==> src/hdl/ifb_pkg.sv <==
// Package for the interrupt flag and enable bank: offsets, field positions and carriers.
package ifb_pkg;

    // Register byte addresses on the AXI4-Lite bus.
    localparam logic [5:0] ADDR_EDGE   = 6'h00;
    localparam logic [5:0] ADDR_PRIM0  = 6'h04;
    localparam logic [5:0] ADDR_GRPSUM = 6'h08;
    localparam logic [5:0] ADDR_TICK   = 6'h0C;
    localparam logic [5:0] ADDR_GRP0   = 6'h10;
    localparam logic [5:0] ADDR_GRP1   = 6'h14;
    localparam logic [5:0] ADDR_GRP2   = 6'h18;
    localparam logic [5:0] ADDR_GRP3   = 6'h1C;
    localparam logic [5:0] ADDR_STAT   = 6'h20;
    localparam logic [5:0] ADDR_MASK   = 6'h24;
    localparam logic [5:0] ADDR_SVC    = 6'h28;

    // Implemented-bit masks.
    localparam logic [7:0] EDGE_MASK        = 8'h0F;
    localparam logic [7:0] PRIM0_MASK       = 8'h7F;
    localparam logic [7:0] GRPSUM_MASK_SML  = 8'h77;
    localparam logic [7:0] GRPSUM_MASK_LRG  = 8'hFF;
    localparam logic [7:0] TICK_MASK        = 8'h33;
    localparam logic [7:0] GRP1_MASK_SML    = 8'h77;
    localparam logic [7:0] GRP3_MASK        = 8'h33;
    localparam logic [7:0] FULL_MASK        = 8'hFF;
    localparam logic [7:0] ZERO_BYTE        = 8'h00;

    // Field positions shared by the flag and enable registers: flags high nibble, enables low.
    localparam int FLAG_LSB   = 4;
    localparam int GIE_BIT    = 0;
    localparam int PINB_SEL   = 2;
    localparam int PINA_SEL   = 0;
    localparam int CONV_FLAG  = 6;
    localparam int PINB_FLAG  = 5;
    localparam int PINA_FLAG  = 4;

    // Edge-select codes.
    localparam logic [1:0] EDGE_OFF  = 2'h0;
    localparam logic [1:0] EDGE_RISE = 2'h1;
    localparam logic [1:0] EDGE_FALL = 2'h2;
    localparam logic [1:0] EDGE_BOTH = 2'h3;

    localparam logic [1:0] RESP_OKAY   = 2'h0;
    localparam logic [1:0] RESP_SLVERR = 2'h2;

    // Events from peripherals, one-cycle pulses on clk_sys.
    typedef struct packed {
        logic       convDone;
        logic [1:0] tick;
        logic [3:0] grp0;
        logic [3:0] grp1;
        logic [3:0] grp2;
        logic [3:0] grp3;
    } ifb_events_t;

    // Service acknowledgement from the core.
    typedef struct packed {
        logic       valid;
        logic [3:0] source;
    } ifb_service_t;

    localparam logic [3:0] SRC_PINA = 4'h0;
    localparam logic [3:0] SRC_PINB = 4'h1;
    localparam logic [3:0] SRC_CONV = 4'h2;
    localparam logic [3:0] SRC_TB0  = 4'h3;
    localparam logic [3:0] SRC_TB1  = 4'h4;
    localparam logic [3:0] SRC_MF0  = 4'h8;

endpackage : ifb_pkg

==> src/hdl/ifb_bank.sv <==
// Interrupt request flag and enable register bank with an AXI4-Lite slave.
// How it works
// - Bits 3..2 pick pin b edge.
// - Bits 1..0 pick pin a edge.
// - Edge register upper nibble reads zero.
// - First primary register layout, bit 7 zero.
// - Every source has flag and enable.
// - Small variant: three group summaries.
// - Large variant adds group three summary.
// - Time base flags 5..4, enables 1..0.
// - Small group zero: four timer matches.
// - Large group zero: timer two, zero.
// - Small group one: serial, sync, lowvolt.
// - Large group one: serial, timer one.
// - Global enable off blocks every irqPending request; irq is not gated.
// - Group two: timer, ext pin, serial.
// - Member event sets group summary flag.
// - Group service clears summary and global.
`timescale 1ns/1ps
module ifb_bank
    import ifb_pkg::*;
#(
    parameter bit LARGE = 1'b1
) (
    // Clock and reset.
    input  wire logic         clk_sys,
    input  wire logic         rst_n,
    // AXI4-Lite slave.
    input  wire logic [5:0]   s_axi_awaddr,
    input  wire logic         s_axi_awvalid,
    output logic              s_axi_awready,
    input  wire logic [31:0]  s_axi_wdata,
    input  wire logic [3:0]   s_axi_wstrb,
    input  wire logic         s_axi_wvalid,
    output logic              s_axi_wready,
    output logic [1:0]        s_axi_bresp,
    output logic              s_axi_bvalid,
    input  wire logic         s_axi_bready,
    input  wire logic [5:0]   s_axi_araddr,
    input  wire logic         s_axi_arvalid,
    output logic              s_axi_arready,
    output logic [31:0]       s_axi_rdata,
    output logic [1:0]        s_axi_rresp,
    output logic              s_axi_rvalid,
    input  wire logic         s_axi_rready,
    // External pins, asynchronous.
    input  wire logic         ext_pin_a,
    input  wire logic         ext_pin_b,
    // Peripheral events and service acknowledge.
    input  wire ifb_events_t  events,
    input  wire ifb_service_t service,
    // Interrupt outputs.
    output logic [15:0]       irqPending,
    output logic              irq
);

    function automatic logic edgeHit(input logic [1:0] sel, input logic cur, input logic prev);
        edgeHit = ((sel == EDGE_RISE) && cur && !prev) || ((sel == EDGE_FALL) && !cur && prev)
                  || ((sel == EDGE_BOTH) && (cur != prev));
    endfunction : edgeHit

    localparam logic [7:0] GRPSUM_MASK = LARGE ? GRPSUM_MASK_LRG : GRPSUM_MASK_SML;
    localparam logic [7:0] GRP1_MASK   = LARGE ? FULL_MASK : GRP1_MASK_SML;
    localparam logic [7:0] GRP3_IMPL   = LARGE ? GRP3_MASK : ZERO_BYTE;
    localparam int         NGRP        = LARGE ? 4 : 3;

    logic [7:0] edgeSelectReg;
    logic [7:0] primaryIrqCtrl0;
    logic [7:0] groupSummaryCtrl;
    logic [7:0] timeBaseIrqCtrl;
    logic [7:0] groupReg [4];
    logic [7:0] evStatus;
    logic [7:0] evMask;

    // Pin synchronisers and edge history.
    logic [1:0] pinMeta;
    logic [1:0] pinSync;
    logic [1:0] pinPrev;
    always_ff @(posedge clk_sys or negedge rst_n) begin
        if (!rst_n) begin
            pinMeta <= 2'h0;
            pinSync <= 2'h0;
            pinPrev <= 2'h0;
        end else begin
            pinMeta <= {ext_pin_b, ext_pin_a};
            pinSync <= pinMeta;
            pinPrev <= pinSync;
        end
    end

    logic pinAHit;
    logic pinBHit;
    assign pinAHit = edgeHit(edgeSelectReg[PINA_SEL +: 2], pinSync[0], pinPrev[0]);
    assign pinBHit = edgeHit(edgeSelectReg[PINB_SEL +: 2], pinSync[1], pinPrev[1]);

    // AXI write channel: address and data accepted in either order.
    logic        awHeld;
    logic        wHeld;
    logic [5:0]  awAddr;
    logic [31:0] wData;
    logic [3:0]  wStrb;
    logic        doWrite;
    assign doWrite = awHeld && wHeld && !s_axi_bvalid;

    always_ff @(posedge clk_sys or negedge rst_n) begin
        if (!rst_n) begin
            awHeld        <= 1'b0;
            wHeld         <= 1'b0;
            awAddr        <= 6'h00;
            wData         <= 32'h0000_0000;
            wStrb         <= 4'h0;
            s_axi_awready <= 1'b0;
            s_axi_wready  <= 1'b0;
            s_axi_bvalid  <= 1'b0;
            s_axi_bresp   <= RESP_OKAY;
        end else begin
            s_axi_awready <= !awHeld && !(s_axi_awvalid && s_axi_awready);
            s_axi_wready  <= !wHeld && !(s_axi_wvalid && s_axi_wready);
            if (s_axi_awvalid && s_axi_awready) begin
                awHeld <= 1'b1;
                awAddr <= s_axi_awaddr;
            end
            if (s_axi_wvalid && s_axi_wready) begin
                wHeld <= 1'b1;
                wData <= s_axi_wdata;
                wStrb <= s_axi_wstrb;
            end
            if (doWrite) begin
                awHeld       <= 1'b0;
                wHeld        <= 1'b0;
                s_axi_bvalid <= 1'b1;
                s_axi_bresp  <= (awAddr <= ADDR_SVC && !(awAddr == ADDR_GRP3 && !LARGE)
                                 && awAddr[1:0] == 2'h0) ? RESP_OKAY : RESP_SLVERR;
            end else if (s_axi_bvalid && s_axi_bready) begin
                s_axi_bvalid <= 1'b0;
            end
        end
    end

    logic wrLane0;
    assign wrLane0 = doWrite && wStrb[0];
    function automatic logic wrHit(input logic [5:0] a, input logic [5:0] target, input logic en);
        wrHit = en && (a == target);
    endfunction : wrHit

    // Summary flag sets from group members that fire this cycle.
    logic [3:0] grpSet;
    always_comb begin
        grpSet = 4'h0;
        grpSet[0] = |events.grp0;
        // A member with no flag bit behind it must not raise its summary.
        grpSet[1] = |(events.grp1 & GRP1_MASK[7:FLAG_LSB]);
        grpSet[2] = |events.grp2;
        grpSet[3] = |(events.grp3 & GRP3_IMPL[7:FLAG_LSB]);
    end

    logic svcGroup;
    logic [1:0] svcIdx;
    assign svcGroup = service.valid && (service.source[3:2] == SRC_MF0[3:2]);
    assign svcIdx   = service.source[1:0];

    // Edge select register.
    always_ff @(posedge clk_sys or negedge rst_n) begin
        if (!rst_n) begin
            edgeSelectReg <= ZERO_BYTE;
        end else if (wrHit(awAddr, ADDR_EDGE, wrLane0)) begin
            edgeSelectReg <= wData[7:0] & EDGE_MASK;
        end
    end

    // Primary control 0: hardware set wins over software write and service clear.
    always_ff @(posedge clk_sys or negedge rst_n) begin
        if (!rst_n) begin
            primaryIrqCtrl0 <= ZERO_BYTE;
        end else begin
            logic [7:0] v;
            v = primaryIrqCtrl0;
            if (wrHit(awAddr, ADDR_PRIM0, wrLane0)) begin
                v = wData[7:0] & PRIM0_MASK;
            end
            if (service.valid) begin
                v[GIE_BIT] = 1'b0;
                if (service.source == SRC_PINA) v[PINA_FLAG] = 1'b0;
                if (service.source == SRC_PINB) v[PINB_FLAG] = 1'b0;
                if (service.source == SRC_CONV) v[CONV_FLAG] = 1'b0;
            end
            if (pinAHit) v[PINA_FLAG] = 1'b1;
            if (pinBHit) v[PINB_FLAG] = 1'b1;
            if (events.convDone) v[CONV_FLAG] = 1'b1;
            primaryIrqCtrl0 <= v;
        end
    end

    // Group summary register.
    always_ff @(posedge clk_sys or negedge rst_n) begin
        if (!rst_n) begin
            groupSummaryCtrl <= ZERO_BYTE;
        end else begin
            logic [7:0] v;
            v = groupSummaryCtrl;
            if (wrHit(awAddr, ADDR_GRPSUM, wrLane0)) begin
                v = wData[7:0] & GRPSUM_MASK;
            end
            if (svcGroup) v[FLAG_LSB + svcIdx] = 1'b0;
            v[7:FLAG_LSB] = v[7:FLAG_LSB] | grpSet;
            groupSummaryCtrl <= v & GRPSUM_MASK;
        end
    end

    // Time base register.
    always_ff @(posedge clk_sys or negedge rst_n) begin
        if (!rst_n) begin
            timeBaseIrqCtrl <= ZERO_BYTE;
        end else begin
            logic [7:0] v;
            v = timeBaseIrqCtrl;
            if (wrHit(awAddr, ADDR_TICK, wrLane0)) v = wData[7:0];
            if (service.valid && service.source == SRC_TB0) v[FLAG_LSB] = 1'b0;
            if (service.valid && service.source == SRC_TB1) v[FLAG_LSB + 1] = 1'b0;
            v[FLAG_LSB +: 2] = v[FLAG_LSB +: 2] | events.tick;
            timeBaseIrqCtrl <= v & TICK_MASK;
        end
    end

    // Group member registers; member flags stay for software to clear.
    logic [3:0] grpEv [4];
    assign grpEv[0] = events.grp0;
    assign grpEv[1] = events.grp1;
    assign grpEv[2] = events.grp2;
    assign grpEv[3] = events.grp3;
    logic [7:0] grpMask [4];
    assign grpMask[0] = FULL_MASK;
    assign grpMask[1] = GRP1_MASK;
    assign grpMask[2] = FULL_MASK;
    assign grpMask[3] = GRP3_IMPL;

    for (genvar g = 0; g < 4; g++) begin : g_grp
        always_ff @(posedge clk_sys or negedge rst_n) begin
            if (!rst_n) begin
                groupReg[g] <= ZERO_BYTE;
            end else begin
                logic [7:0] v;
                v = groupReg[g];
                if (wrHit(awAddr, ADDR_GRP0 + 6'(4 * g), wrLane0)) v = wData[7:0];
                v[7:FLAG_LSB] = v[7:FLAG_LSB] | grpEv[g];
                groupReg[g] <= v & grpMask[g];
            end
        end
    end

    // Pending requests, gated by the global enable.
    logic [15:0] next_irqPending;
    always_comb begin
        next_irqPending = 16'h0000;
        next_irqPending[0] = primaryIrqCtrl0[PINA_FLAG] && primaryIrqCtrl0[1];
        next_irqPending[1] = primaryIrqCtrl0[PINB_FLAG] && primaryIrqCtrl0[2];
        next_irqPending[2] = primaryIrqCtrl0[CONV_FLAG] && primaryIrqCtrl0[3];
        next_irqPending[3] = timeBaseIrqCtrl[FLAG_LSB] && timeBaseIrqCtrl[0];
        next_irqPending[4] = timeBaseIrqCtrl[FLAG_LSB + 1] && timeBaseIrqCtrl[1];
        for (int i = 0; i < 4; i++) begin
            next_irqPending[8 + i] = groupSummaryCtrl[FLAG_LSB + i] && groupSummaryCtrl[i];
        end
        if (!primaryIrqCtrl0[GIE_BIT]) next_irqPending = 16'h0000;
    end

    // Event status: a read clears, a new event in the same cycle wins.
    logic rdStatus;
    logic [7:0] evNow;
    assign evNow = {2'h0, grpSet[1:0] != 2'h0, events.convDone, |events.tick,
                    |grpSet, pinBHit, pinAHit};
    always_ff @(posedge clk_sys or negedge rst_n) begin
        if (!rst_n) begin
            evStatus <= ZERO_BYTE;
            evMask   <= ZERO_BYTE;
        end else begin
            evStatus <= (rdStatus ? ZERO_BYTE : evStatus) | evNow;
            if (wrHit(awAddr, ADDR_MASK, wrLane0)) evMask <= wData[7:0];
        end
    end

    always_ff @(posedge clk_sys or negedge rst_n) begin
        if (!rst_n) begin
            irqPending <= 16'h0000;
            irq        <= 1'b0;
        end else begin
            irqPending <= next_irqPending;
            irq        <= |(evStatus & evMask);
        end
    end

    // AXI read channel.
    logic [7:0] rdByte;
    logic       rdOk;
    always_comb begin
        rdByte = ZERO_BYTE;
        rdOk   = 1'b1;
        unique case (s_axi_araddr)
            ADDR_EDGE:   rdByte = edgeSelectReg;
            ADDR_PRIM0:  rdByte = primaryIrqCtrl0;
            ADDR_GRPSUM: rdByte = groupSummaryCtrl;
            ADDR_TICK:   rdByte = timeBaseIrqCtrl;
            ADDR_GRP0:   rdByte = groupReg[0];
            ADDR_GRP1:   rdByte = groupReg[1];
            ADDR_GRP2:   rdByte = groupReg[2];
            ADDR_GRP3: begin
                rdByte = groupReg[3];
                rdOk   = LARGE;
            end
            ADDR_STAT:   rdByte = evStatus;
            ADDR_MASK:   rdByte = evMask;
            ADDR_SVC:    rdByte = ZERO_BYTE;
            default:     rdOk = 1'b0;
        endcase
    end

    assign rdStatus = s_axi_arvalid && s_axi_arready && (s_axi_araddr == ADDR_STAT);

    always_ff @(posedge clk_sys or negedge rst_n) begin
        if (!rst_n) begin
            s_axi_arready <= 1'b0;
            s_axi_rvalid  <= 1'b0;
            s_axi_rdata   <= 32'h0000_0000;
            s_axi_rresp   <= RESP_OKAY;
        end else begin
            s_axi_arready <= !s_axi_rvalid && !(s_axi_arvalid && s_axi_arready);
            if (s_axi_arvalid && s_axi_arready) begin
                s_axi_rvalid <= 1'b1;
                s_axi_rdata  <= {24'h000000, rdByte};
                s_axi_rresp  <= rdOk ? RESP_OKAY : RESP_SLVERR;
            end else if (s_axi_rvalid && s_axi_rready) begin
                s_axi_rvalid <= 1'b0;
            end
        end
    end

endmodule : ifb_bank

==> config.mk <==
export PLATFORM = sky130hd
export DESIGN_NAME = ifb_bank
export DESIGN_NICKNAME = d
export VERILOG_FILES = /design/src/hdl/ifb_pkg.sv /design/src/hdl/ifb_bank.sv
export SDC_FILE = /design/constraint.sdc
export NUM_CORES = 1
export LEC_CHECK = 0
export ABC_AREA = 1
export ABC_CLOCK_PERIOD_IN_PS = 1500
export BUFFER_PORTS_ARGS = -buffer_cell sky130_fd_sc_hd__buf_2
export CAP_MARGIN = 0
export CELL_PAD_IN_SITES_DETAIL_PLACEMENT = 0
export CELL_PAD_IN_SITES_GLOBAL_PLACEMENT = 1
export CORE_UTILIZATION = 36
export CTS_BUF_LIST = sky130_fd_sc_hd__clkbuf_16
export DETAILED_ROUTE_END_ITERATION = 12
export PLACE_DENSITY_LB_ADDON = 0.1
export SLEW_MARGIN = 20
export SYNTH_ARGS = -nofsm -noshare
export SYNTH_HDL_FRONTEND = slang
export SYNTH_SLANG_ARGS = --single-unit
==> constraint.sdc <==
create_clock -name clk_sys -period 1.5 [get_ports clk_sys]
set_clock_uncertainty 0.05 [all_clocks]
set_input_delay 0.075 -clock clk_sys [delete_from_list [all_inputs] [get_ports clk_sys]]
set_output_delay 0.075 -clock clk_sys [all_outputs]
set_load 0.02 [all_outputs]
* After elaboration in Yosys (flattened, before gate mapping)
Cells that the tools add are included.
** Cells by class
- Add/sub/neg operators :: 1
- Order comparisons :: 3
- Eq/ne operators :: 31
- Muxes and demuxes :: 34
- Bitwise logic cells :: 10
- Reduce and logical (&&, ||, !) cells :: 78
** Operators by type and width (number)
- $pmux 8 s10 :: 1
- $eq 6x5->1 const B :: 8
- $mux 8 :: 6
- $logic_and 1x1->1 :: 45
- $eq 6x4->1 const B :: 4
- $eq 6x6->1 const B :: 4
- $mux 1 :: 19
- $and 8x8->8 :: 2
- $or 4x4->4 :: 4
- $reduce_or 14->1 :: 1
- $eq 6x3->1 const B :: 2
- $logic_not 6->1 :: 2
- $mux 12 :: 1
- $mux 6 :: 2
- $reduce_bool 2->1 :: 6
- $reduce_or 4->1 :: 3
- $logic_not 1->1 :: 11
- $reduce_or 11->1 :: 1
- $eq 2x2->1 const B :: 5
- $eq 4x2->1 const B :: 2
- $not 8->8 :: 1
- $or 8x6->8 :: 1
- $reduce_or 8->1 :: 1
- $mux 7 :: 1
- other kinds (16) :: 24
** Storage, ports and cells
- Flip-flop bits (word level) :: 120
- Bits of input ports :: 81
- Logic and storage cells :: 192

* Logic depth before layout (Yosys ltp)
Gate-level depths: netlist of the first run.
- Depth after elaboration :: 9
- Depth in mapped cells :: 10

* Least setup slack after synthesis of the first run
OpenSTA, ideal clock, no wires.
- Path type :: flip-flop to flip-flop
- Start point :: reg s_axi_bvalid
- End point :: reg evMask[5]
- Arrival :: 1326 ps
- Data required time :: 1328 ps
- Setup slack :: 2 ps
- Stages on the path, launching flop included :: 10
- Cell sequence :: dfrtp_1 > inv_1 > nand3_4 > clkinv_2 > nand2_4 > nor2_8 > nand3_4 > buf_6 > nand2_2 > o21ai_2
** Between the ends
- Longest elaborated chain between the ends :: 4
** RTL lines
- start: declaration :: line ifb_bank.sv:37 : output logic s_axi_bvalid,
- start signal: assignment :: line ifb_bank.sv:114 : s_axi_bvalid <= 1'b0;
- start signal: assignment :: line ifb_bank.sv:131 : s_axi_bvalid <= 1'b1;
- start signal: assignment :: line ifb_bank.sv:135 : s_axi_bvalid <= 1'b0;
- $logic_not 1->1 :: line ifb_bank.sv:103 : assign doWrite = awHeld && wHeld && !s_axi_bvalid;
- $logic_and 1x1->1 :: line ifb_bank.sv:103
- $logic_and 1x1->1 :: line ifb_bank.sv:141 : assign wrLane0 = doWrite && wStrb[0];
- $logic_and 1x1->1 :: line ifb_bank.sv:143 : wrHit = en && (a == target);
- end signal: assignment :: line ifb_bank.sv:277 : if (wrHit(awAddr, ADDR_MASK, wrLane0)) evMask <= wData[7:0];
- end: declaration :: line ifb_bank.sv:73 : logic [7:0] evMask;
No other way between the ends.
A chain may end at the register's enable or synchronous reset.

* Final worst setup path of the first run
- Start point :: reg awAddr[0]
- End point :: reg timeBaseIrqCtrl[0]
** Between the ends
- Longest elaborated chain between the ends :: 2
** RTL lines
- start: declaration :: line ifb_bank.sv:99 : logic [5:0] awAddr;
- start signal: assignment :: line ifb_bank.sv:121 : awAddr <= s_axi_awaddr;
- $eq 6x4->1 :: line ifb_bank.sv:143
- $logic_and 1x1->1 :: line ifb_bank.sv:143
- end signal: assignment :: line ifb_bank.sv:221 : timeBaseIrqCtrl <= v & TICK_MASK;
- end: declaration :: line ifb_bank.sv:70 : logic [7:0] timeBaseIrqCtrl;
No other way between the ends.

==> results, run 1 <==
- The initial antenna violation count was 0.
- The layout overhead on the synthesized area is 36.9%.
- The die covers 16100 um2.
- The tree is rooted in a sky130_fd_sc_hd__clkbuf_16.
- Entering global routing, the biggest net connects 46 pins.
- The count of pins over their slew limit came to 0.
- The run finished, with violations left.
- For this run, design rule violations remaining after detail routing come to 0.
- The number of stages on the worst hold path is 4.
- After detailed routing, the average wire length per cell comes to 16.7 um.
- Sorting the synthesized cells by area gives the leading types as sky130_fd_sc_hd__dfrtp_1 50%, sky130_fd_sc_hd__nand2_1 12%, sky130_fd_sc_hd__buf_4 4.4%, sky130_fd_sc_hd__inv_1 4.2%, sky130_fd_sc_hd__o21ai_0 3.6%.
- After routing the design area is 7700 um2.
- The number of warnings reported in the yosys synthesis log is 0.
- Timing would allow up to 650 MHz.
- For this run, the detailed router's first-pass iteration total came to 5.
- For this design, the sink count on the clock tree is 113.
- Routability-driven placement finished with a final weighted congestion of 0.858.
- Grouping stages by cell kind, the critical path spends the most delay in simple AND/OR/NAND/NOR gates.
- The number of inserted diodes is 0.
- The sequential area share after synthesis is 50.3%.
- The starting utilization of the core area is 37.0%.
- The critical path start-end classification is reg2reg.
- In this run the cell area of the synthesized design comes to 5630 um2.
- The count of buffering cells on the critical path with inverters included is 2.
- Summed over all cells, the static leakage comes to 3.88 nW.
- The count of buffers from port buffering is 76.
- TritonCTS built the clock tree.
- In the synthesized netlist, the number of instances is 660.
- In this run the critical register-to-register path is launched from awAddr[0].
- The largest fanout of any net on the critical path is 5.
- After layout, the worst path uses 103% of the clock period.
- The setup-violating endpoint count in the final report is 2.
- Once detail routing completed, the nets flagged for antenna violations numbered 0.
- The worst stage delay on the critical path is 410 ps.
- The length in cells of the worst reg-to-reg path is 7.
- The end point of the worst hold path is timeBaseIrqCtrl[4].
- The clock-pin slew on the worst setup and hold paths is 60 ps.
- Global routing used 22.0% of the available tracks.
- Each instance of the synthesized netlist takes up on average 8.52 um2.
- Yosys mapped a number of flops with a built-in enable equal to 0.
- Once routing completed, OpenROAD measured the worst setup slack at -39.4 ps.
- The maximum clock path buffer count is 2.
- The net count reported at finish is 920.
- The via count normalized by instance count is 4.88.
- The via count of the first global-routing pass is 4805.
- Setup repair after global routing could not meet its margin everywhere.
- The number of cell rows is 45.
- Data on the critical path is required at its endpoint by 1730 ps.
- Counting flops with an async set or reset pin after synthesis yields a share of 100%.
- For this design, the slowest cell found on the critical path is sky130_fd_sc_hd__dfrtp_1.
- The total cell area at the placement stage is 6300 um2.
- The worst setup path is launched from a flop.
- The first global-routing pass estimated 26.1 mm of wire.
- The number of clock buffers added by TritonCTS is 17.
- The tightest hold margin is -3.51 ps.
- At the pin with the least slew margin, the transition time is 514 ps.
- In this run the power density over the cells is 1530 nW/um2.
- The core area is 15200 um2.
- The vertical die dimension is 127 um.
- The routed layout has 5079 vias.
- For this design the top-level I/O count stands at 139.
- The total routed wirelength is 17.4 mm.
- In this run the critical register-to-register path is captured at timeBaseIrqCtrl[0].
- The largest total area in the synthesized netlist belongs to sky130_fd_sc_hd__dfrtp_1.
- The most repeated cell in the gate-level netlist after synthesis is sky130_fd_sc_hd__nand2_1.
- The synthesized netlist contains 35 unique library cells.
- The commonest cells after synthesis are 183 x sky130_fd_sc_hd__nand2_1, 113 x sky130_fd_sc_hd__dfrtp_1, 63 x sky130_fd_sc_hd__inv_1.
- Counting the fill cells in the layout gives 1496.
- The critical path goes through inv_2 -> nand2_2 -> nor3_2 -> nand3_2 -> buf_4 -> nand2_1 -> o21ai_0.
- The fraction of layout instances using a drive strength above 1 is 27.7%.
- Summed over all nets, the half-perimeter wirelength after detailed placement is 12.2 mm.
- The worst hold-check path type is in2reg.
- The final hold violation count is 1.
- The fraction of synthesized cell area taken by the top area cell type is 50.3%.
- The flip-flop cell with the highest count after synthesis is sky130_fd_sc_hd__dfrtp_1.
- The flop and latch count out of synthesis is 113.
- The register-to-register path setup slack is -40 ps.
- IR analysis of the VDD net gives a maximum drop of 0.00103 V.
- The endpoint kind of the worst setup timing path is a flop.
- For the worst-skew pair, the clock arrives at the later sink with an insertion delay of 420 ps.
- CTS built an H-tree with a depth of 4.
- Headroom to the max-slew limit came out at 65.7%.
- The max-cap violation count is 0.
- The sum of overflow across all layers after global routing is 0.
- The DRC violation total after the first TritonRoute iteration is 289.
- The checks that failed: negative hold slack, negative setup slack.
- The minimum clock period after layout is 1540 ps.
- For the final routed database, the setup TNS stands at -64.5 ps.
- In this run the most critical hold path is launched from service[0].
- The data arrival at the endpoint of the critical path is 1770 ps.
- The horizontal die dimension is 127 um.
==> worst min-delay path, stage by stage <==
cell and delay (ps):
sky130_fd_sc_hd__buf_2 120, sky130_fd_sc_hd__nand3_1 90, sky130_fd_sc_hd__o211ai_1 90, sky130_fd_sc_hd__nand2_1 60
==> per-stage QoR <==
step,hold slack (ps),cells,power (mW),utilization (%),worst slack [ps]
6_report,-3.51,1040,11.8,50.7,-39.4
5_1_grt,34.9,1040,12.4,50.7,-93.6
4_1_cts,3.41,1016,11.2,48.4,-29.5
3_5_place_dp,-61.8,941,6.85,41.4,-55.8
3_3_place_gp,-65.7,941,6.81,41.4,15.7
2_1_floorplan,-271,692,5.82,-,1.99
==> metal layers <==
metal	track usage [%]	up-vias	part of all wire, %
met5	0	-	0
met4	10.2	0	3.7
met3	4.23	36	4.5
met2	33.8	182	45
met1	30.1	2403	47
li1	-	2458	-
==> worst max path at each step <==
stage / startpoint / to / slack [ps] / cells past startpoint
after floorplan: s_axi_bvalid / evMask[5] / 2 / 9
after global placement: awAddr[1] / evMask[2] / 20 / 6
after detailed placement: awAddr[1] / groupSummaryCtrl[5] / -60 / 6
after CTS: awAddr[1] / evMask[2] / -30 / 6
after global routing: awAddr[0] / timeBaseIrqCtrl[0] / -90 / 7
final: awAddr[0] / timeBaseIrqCtrl[0] / -40 / 7
==> state kept, by name, indices dropped and copies added (netlist names), 2 cells and up <==
register	cells
awAddr	6
edgeSelectReg	4
evMask	8
evStatus	6
groupReg	28
groupSummaryCtrl	8
irqPending	9
pinMeta	2
pinPrev	2
pinSync	2
primaryIrqCtrl0	7
s_axi_rdata	8
timeBaseIrqCtrl	4
wData	8
==> logic make-up (layout without fill, tap and decap cells) <==
| family | count (synthesis) | after routing | share of synthesized area, % |
|---|---|---|---|
| AOI/OAI and AO/OA | 110 | 110 | 12.0 |
| and+or+nand+nor | 319 | 323 | 26.7 |
| buffers and inverters | 117 | 273 | 11.0 |
| other | 1 | 33 | 0.0667 |
| DFF | 113 | 113 | 50.3 |
==> power breakdown <==
group / internal [mW] / switching [mW] / leakage (nW)
clock network: 2.62 / 1.55 / 0.271
logic: 1.26 / 2.05 / 2.24
registers: 3.72 / 0.600 / 1.37
==> cell type report <==
class / count / area [um2] / area share [%]
Sequential cell: 113 / 2830 / 36.8
Multi-Input combinational cell: 466 / 2440 / 31.6
Timing Repair Buffer: 173 / 1330 / 17.2
Clock buffer: 17 / 425 / 5.52
Inverter: 68 / 260 / 3.38
Tap cell: 188 / 235 / 3.05
Clock inverter: 15 / 185 / 2.40
==> repair_timing <==
action                                 4_1_cts  5_1_grt
resized for setup                            7       29
cloned                                       1        3
setup endpoints to repair                   22       52
endpoints found under the hold margin      155        0
setup buffers                                3       21
pin swaps                                    3       10
hold buffers                                39        0
==> cell usage in the layout, fill, tap and decap left out, types with 2 or more instances in the layout <==
master / Yosys / layout
sky130_fd_sc_hd__inv_6: 0 / 3
sky130_fd_sc_hd__nor2_4: 4 / 5
sky130_fd_sc_hd__o21ai_2: 9 / 12
sky130_fd_sc_hd__nor2_2: 4 / 3
sky130_fd_sc_hd__a21oi_2: 0 / 3
sky130_fd_sc_hd__nand3_4: 5 / 10
sky130_fd_sc_hd__o211ai_1: 3 / 3
sky130_fd_sc_hd__inv_1: 63 / 58
sky130_fd_sc_hd__clkinvlp_4: 0 / 9
sky130_fd_sc_hd__buf_4: 33 / 46
sky130_fd_sc_hd__buf_12: 0 / 8
sky130_fd_sc_hd__o21bai_1: 2 / 2
sky130_fd_sc_hd__a21oi_1: 13 / 10
sky130_fd_sc_hd__o21ai_1: 28 / 29
sky130_fd_sc_hd__buf_6: 6 / 5
sky130_fd_sc_hd__inv_2: 2 / 6
sky130_fd_sc_hd__nand2_2: 3 / 9
sky130_fd_sc_hd__clkbuf_16: 0 / 17
sky130_fd_sc_hd__a31oi_1: 5 / 5
sky130_fd_sc_hd__nand2_1: 183 / 177
sky130_fd_sc_hd__nand3_1: 32 / 31
sky130_fd_sc_hd__nand3_2: 3 / 2
sky130_fd_sc_hd__nor2_1: 53 / 53
sky130_fd_sc_hd__nor2_8: 2 / 2
sky130_fd_sc_hd__o21ai_0: 40 / 36
sky130_fd_sc_hd__dlygate4sd3_1: 0 / 39
sky130_fd_sc_hd__nor3_1: 5 / 5
sky130_fd_sc_hd__clkinv_1: 2 / 2
sky130_fd_sc_hd__dfrtp_2: 0 / 2
sky130_fd_sc_hd__nand4_1: 16 / 16
sky130_fd_sc_hd__buf_2: 6 / 75
sky130_fd_sc_hd__bufinv_16: 0 / 3
sky130_fd_sc_hd__dfrtp_1: 113 / 111
sky130_fd_sc_hd__nand2_4: 2 / 2
sky130_fd_sc_hd__conb_1: 1 / 33
sky130_fd_sc_hd__o211ai_2: 9 / 9
sky130_fd_sc_hd__nand3b_1: 4 / 4
Note: power is estimated with default switching activity, not from simulation.
==> inputs of run 2 (changes only) <==
Settings changed: ABC_CLOCK_PERIOD_IN_PS 1500 to 1920, CORE_UTILIZATION 36 to 40, SLEW_MARGIN 20 to default.
Clock period 1.5 ns to 1.92 ns, I/O delays scaled along.
==> results, run 2 (synthesis gave the netlist of run 1 again) <==
- The start point of the critical path is s_axi_bvalid.
- Global routing used 23.1% of the available tracks across all layers.
- Power spread over the standard cell area amounts to 1250 nW/um2.
- After clock tree synthesis, the clock-pin slew on the worst setup and hold paths is 60 ps.
- The net count reported at finish is 869.
- The full die area is 14500 um2.
- The starting utilization of the core area is 41.8%.
- The count of buffers from port buffering is 76.
- For the pin with the worst max-slew slack, the measured transition is 663 ps.
- The maximum clock path buffer count is 2.
- The data arrival at the endpoint of the critical path is 1850 ps.
- Based on the critical path, the design can be clocked at up to 619 MHz.
- Once detail routing completed, the nets flagged for antenna violations numbered 0.
- The worst hold-check path type is in2reg.
- Registers are responsible for 37.3% of the overall power.
- The count of pins over their slew limit came to 0.
- The run finished with clean final reports.
- The worst setup path is captured at a flop.
- The sum of overflow across all layers after global routing is 0.
- The largest registers in the layout are groupReg x28, irqPending x9.
- The floorplan step defined a core boundary enclosing 13500 um2.
- The first TritonRoute pass finished after 5 iterations.
- The commonest non-fill, non-tap cell in the layout is sky130_fd_sc_hd__nand2_1.
- Leaving out fill and tap cells, the most frequent cells in the layout are 183 x sky130_fd_sc_hd__nand2_1, 113 x sky130_fd_sc_hd__dfrtp_1, 75 x sky130_fd_sc_hd__buf_2.
- The number of buffers created by CTS is 17.
- The via count of the first global-routing pass is 4583.
- After detailed routing, the average wire length per cell comes to 15.9 um.
- The largest fanout of any net on the critical path is 16.
- The clock latency of the later-clocked register in the worst-skew pair is 410 ps.
- The horizontal die dimension is 121 um.
- The overall power after layout is 8.98 mW.
- Per report_power, the combinational group accounts for 20.9% of the total.
- The setup-violating endpoint count in the final report is 0.
- The count of boundary I/O pins is 139.
- The switching power summed over all nets is 2.93 mW.
- In this run the core area contains 42 standard-cell rows.
- The startpoint identified for the worst hold timing path is service[2].
- The worst path in the final design needs a cycle of 1620 ps, including I/O delays and setup.
- The routed layout has 4721 vias.
- The share of total power dissipated in the clock network is 41.8%.
- The vertical die dimension is 121 um.
- Clock tree synthesis selected as its root buffer the cell sky130_fd_sc_hd__clkbuf_16.
- The CTS tree is yes.
- Net switching is 32.6% of the power.
- The detailed placer's ending HPWL is 11.5 mm.
- In this run the post-CTS setup repair buffer count came out at 0.
- The clock sink count is 113.
- After routing, the total negative slack on setup checks comes to 0 ps.
- For this block, the routed nets add up to 15.5 mm of wire.
- The max-slew headroom at the worst pin is 55.4%.
- The largest net degree at the start of global routing is 50.
- Internal power comes to 6.05 mW.
- The flip-flop count of the largest register, all copies and words added is 28.
- The max-cap violation count is 0.
- The layout filler cell count is 1316.
- CTS built an H-tree with a depth of 4.
- The global-route wire length before repair is 24.6 mm.
- STA classifies the critical path startpoint as a flop.
- Data on the critical path is required at its endpoint by 2150 ps.
- The post-route clock period utilization is 84.2%.
- The number of antenna diodes in the final layout is 0.
- Measured in cells, the most critical reg-to-reg path has a length of 8.
- The utilization after layout is 53.3%.
- The register ranked first by flip-flop count is groupReg.
- The fraction of layout instances using a drive strength above 1 is 20.6%.
- In this run the critical register-to-register path is launched from s_axi_bvalid.
- The leakage power total is 3.67 nW.
- The initial antenna violation count is 0.
- The first routing iteration left 351 violations.
- The final hold violation count is 0.
- The routability congestion estimate from global placement is 0.863.
- The worst setup path is of the reg2reg kind.
- The number of DRC violations after detailed routing is 0.
- Setup repair after global routing left no endpoint under its margin.
- Compared with the post-synthesis result, the final layout area differs by 27.6%.
- The worst-case vdd ir drop is 0.000795 V.
- The via count normalized by instance count is 4.83.
- The worst hold path passes through 4 cells.
==> run 2: cell types whose count changed in the layout (fill, tap and decap cells not counted), sizes merged <==
cell,delta
nand3,-3
clkinvlp,-7
inv,+2
buf,-47
clkinv,+1
bufinv,+4
nand2,-1
==> run 2: final cells by class <==
class,instances,area (um2),area share [%]
multi-input combinational,462,2300,32.1
inverter,68,256,3.57
tap,176,220,3.07
timing repair buffer,126,868,12.1
sequential,113,2830,39.4
clock inverter,15,278,3.87
clock buffer,17,425,5.93
==> run 2: routing by layer <==
layer | vias up | GRT usage, % | wire (um)
li1 | 2342 | - | -
met1 | 2189 | 32.3 | 7380
met2 | 168 | 35.2 | 7050
met3 | 22 | 4.10 | 743
met4 | 0 | 9.95 | 342
met5 | - | 0 | 0
==> run 2: timing repair <==
action,in CTS,in global routing
hold buffers,39,0
gates resized for setup,0,0
hold endpoints to repair,155,0
==> run 2: worst paths after layout <==
kind                                       to  slack, ps
max                                 evMask[2]        300
min                        timeBaseIrqCtrl[5]         30
max reg2reg                         evMask[2]        300
min reg2reg                        pinSync[0]        300
max in group asynchronous            wData[0]       1160
min in group asynchronous          pinPrev[0]         50
==> run 2: power by group through the flow <==
stage          Clock (mW)  Sequential, mW  Combinational (mW)
2_1_floorplan           0            3.35                1.20
3_3_place_gp            0            3.36                1.77
3_5_place_dp            0            3.37                1.81
4_1_cts              3.81            3.34                1.89
5_1_grt              3.93            3.40                2.10
6_report             3.75            3.34                1.88
==> run 2: per-stage QoR <==
stage	setup WS, ps	hold WS [ps]	cell area (um2)	cells
6_report	304	26.9	7180	977
5_1_grt	175	55.0	7180	977
4_1_cts	293	23.6	7180	977
3_5_place_dp	313	-72.3	6080	906
3_3_place_gp	347	-71.6	6080	906
2_1_floorplan	422	-250	5750	692
==> run 2: critical path, stage by stage (launching register included) <==
cell and delay (ps):
sky130_fd_sc_hd__dfrtp_1 380, sky130_fd_sc_hd__inv_1 110, sky130_fd_sc_hd__nand3_4 130, sky130_fd_sc_hd__clkinv_2 110
sky130_fd_sc_hd__nand2_4 60, sky130_fd_sc_hd__nor2_8 160, sky130_fd_sc_hd__nand3_4 270, sky130_fd_sc_hd__nand2_1 160
sky130_fd_sc_hd__o21ai_2 60
==> inputs of run 3 (changes only) <==
Settings changed: ABC_CLOCK_PERIOD_IN_PS 1920 to 1400, CORE_UTILIZATION 40 to 36.
Clock period 1.92 ns to 1.4 ns, I/O delays scaled along.
==> results, run 3 (synthesis gave the netlist of run 1 again) <==
- The count of pins over their slew limit is 0.
- The largest individual stage delay along the critical path comes from the cell sky130_fd_sc_hd__dfrtp_2.
- The detailed router placed 5040 vias in this run.
- The initial antenna violation count is 0.
- Before antenna repair, the detailed router went through 4 iterations.
- The library cell used as clock root buffer is sky130_fd_sc_hd__clkbuf_16.
- The detailed placer's ending HPWL is 12.5 mm.
- Across the run, the number of max-cap violations was 0.
- The worst hold path belongs to the class in2reg.
- The critical path start-end classification is reg2reg.
- The routability congestion estimate from global placement is 0.860.
- The library cells used most frequently in the layout, excluding fill and tap cells, are 154 x sky130_fd_sc_hd__nand2_1, 111 x sky130_fd_sc_hd__dfrtp_1, 75 x sky130_fd_sc_hd__buf_2.
- The clock latency of the later-clocked register in the worst-skew pair is 420 ps.
- The total cell area at the placement stage is 6390 um2.
- The layout overhead on the synthesized area is 41.6%.
- The floorplan step set the die height to 127 um.
- The repair_antennas step left the layout with diodes totalling 0.
- The largest fanout of any net on the critical path is 8.
- The worst setup slack after layout is -119 ps.
- The global-route wire length before repair is 27.2 mm.
- For this run, the slowest stage of the critical path takes 400 ps.
- The register ranked first by flip-flop count is groupReg.
- The maximum clock path buffer count is 2.
- In this run the remaining antenna-violating nets after routing total 0.
- After detailed routing, the number of remaining DRC violations is 0.
- The power density of the placed cells is 1640 nW/um2.
- The cell occurring most often along the worst timing path is sky130_fd_sc_hd__nand3_4.
- The final reports fail on negative setup slack.
- In this run the tool buffered the top-level ports with 76 buffer cells.
- The fraction of layout instances using a drive strength above 1 is 31.6%.
- The floorplan has 45 rows.
- The minimum clock period after layout is 1520 ps.
- In this run the horizontal extent of the chip is 127 um.
- The net count reported at finish is 928.
- The total routed wirelength is 17.7 mm.
- The full die area is 16100 um2.
- Entering global routing, the biggest net connects 55 pins.
- The sum of overflow across all layers after global routing is 0.
- Walking the worst path, the cells encountered are inv_2 -> nand3_4 -> nor2_8 -> nand3_4 -> buf_12 -> nand2_2 -> o21ai_1.
- Across every metal layer, demand over resource in global routing totals 22.9%.
- For the pin with the worst max-slew slack, the measured transition is 516 ps.
- STA puts the critical path data arrival time at 1750 ps.
- In the final layout, the registers with the most flip-flops are groupReg x28, irqPending x9.
- The via count of the first global-routing pass is 5077.
- In this run, CTS created clock tree buffers numbering 17.
- The analysis attributes to cell leakage a power of 4.00 nW.
- After clock tree synthesis, the clock-pin slew on the worst setup and hold paths is 50 ps.
- The clock tree synthesis step divided the H-tree into 4 levels.
- The starting utilization of the core area is 37.0%.
- The data required time at the worst endpoint is 1630 ps.
- The DRC violation total after the first TritonRoute iteration is 281.
- Timing would allow up to 658 MHz.
- The element type at the critical path start is a flop.
- The cell family contributing the most delay on the critical path is simple AND/OR/NAND/NOR gates.
- The count of buffering cells on the critical path with inverters included is 2.
- The register with the most flip-flops in the layout has 28 of them.
- Setup violations remaining at the end of the flow were counted as 57.
- The worst-case vdd ir drop is 0.000899 V.
- The core region is 15200 um2.
- The post-route clock period utilization is 108%.
- After routing the design area is 7970 um2.
- The run finished, with violations left.
- The utilization after layout is 52.4%.
- Leaving out fill and tap cells, the most frequent cell in the layout is sky130_fd_sc_hd__nand2_1.
- STA classifies the critical path endpoint as a flop.
- The final hold violation count is 0.
- Measured against its own limit, the worst slew margin works out to 65.6%.
- The clock drives 113 sinks.
- TritonCTS built the clock tree.
- In the final routed layout, each cell accounts on average for 16.9 um.
- The count of boundary I/O pins is 139.
- Setup repair after global routing could not meet its margin everywhere.
- The via count normalized by instance count is 4.81.
run 3: cell types whose count changed in the layout (fill, tap and decap cells not counted), moves of 5 or more:
| cell | delta |
|---|---|
| sky130_fd_sc_hd__buf_4 | +37 |
| sky130_fd_sc_hd__nand2_1 | -29 |
| sky130_fd_sc_hd__nand2_2 | +23 |
| sky130_fd_sc_hd__o21ai_2 | +13 |
| sky130_fd_sc_hd__o21ai_0 | -11 |
| sky130_fd_sc_hd__buf_12 | +8 |
| sky130_fd_sc_hd__a21oi_1 | -7 |
| sky130_fd_sc_hd__a21oi_2 | +6 |
| sky130_fd_sc_hd__nand2_4 | +6 |
| sky130_fd_sc_hd__dlygate4sd3_1 | +5 |
| sky130_fd_sc_hd__nand3_4 | +5 |
run 3: tightest hold or removal path: cells and delay by family:
kind / cells / cell delay (ps)
buffers and inverters: 2 / 240
AOI/OAI and AO/OA: 1 / 60
and+or+nand+nor: 1 / 110
run 3: stage by stage:
step	power, mW	TNS [ps]	worst slack, ps	instances	hold slack, ps
after global placement	7.53	-1220	-109	951	-114
after floorplan	6.25	-222	-44.7	692	-276
after detailed placement	7.57	-2440	-140	951	-114
final	13.0	-3540	-119	1048	58.9
after CTS	12.7	-3850	-119	1037	53.0
after global routing	13.7	-8100	-198	1048	82.0
run 3: worst paths after layout:
kind | cells past startpoint | startpoint | slack (ps) | endpoint
max in group asynchronous | 3 | rst_n | 290 | primaryIrqCtrl0[1]
max | 7 | s_axi_bvalid | -120 | groupSummaryCtrl[3]
max reg2reg | 7 | s_axi_bvalid | -120 | groupSummaryCtrl[3]
min | 4 | s_axi_arvalid | 60 | s_axi_rvalid
min in group asynchronous | 3 | rst_n | 130 | pinSync[0]
min reg2reg | 0 | pinMeta[0] | 300 | pinSync[0]
run 3: what timing repair did:
item | CTS | global route
hold endpoints to repair | 155 | 0
cloned | 2 | 2
setup buffers | 8 | 9
gates resized for setup | 39 | 49
pin swaps | 11 | 25
endpoints found under the setup margin | 50 | 59
hold buffers | 44 | 0
run 3: layout make-up:
cell class / instances / area (um2)
Fill cell: 1477 / 7240
Sequential cell: 113 / 2830
Multi-Input combinational cell: 466 / 2600
Timing Repair Buffer: 181 / 1420
Clock buffer: 17 / 425
Inverter: 68 / 260
Tap cell: 188 / 235
Clock inverter: 15 / 200
run 3: power breakdown:
group	switching, mW	leakage [nW]	internal (mW)	total (mW)
sequential	0.656	1.37	3.99	4.64
clock	1.50	0.317	3.11	4.61
combinational	2.33	2.32	1.47	3.79
run 3: per-layer routing:
layer  part of all wire (%)  vias up  GRT usage, %
met2                     48      134          38.1
li1                       -     2471             -
met4                    1.9        0          8.54
met3                    4.0       26          3.60
met1                     46     2409          30.1
met5                      0        -             0
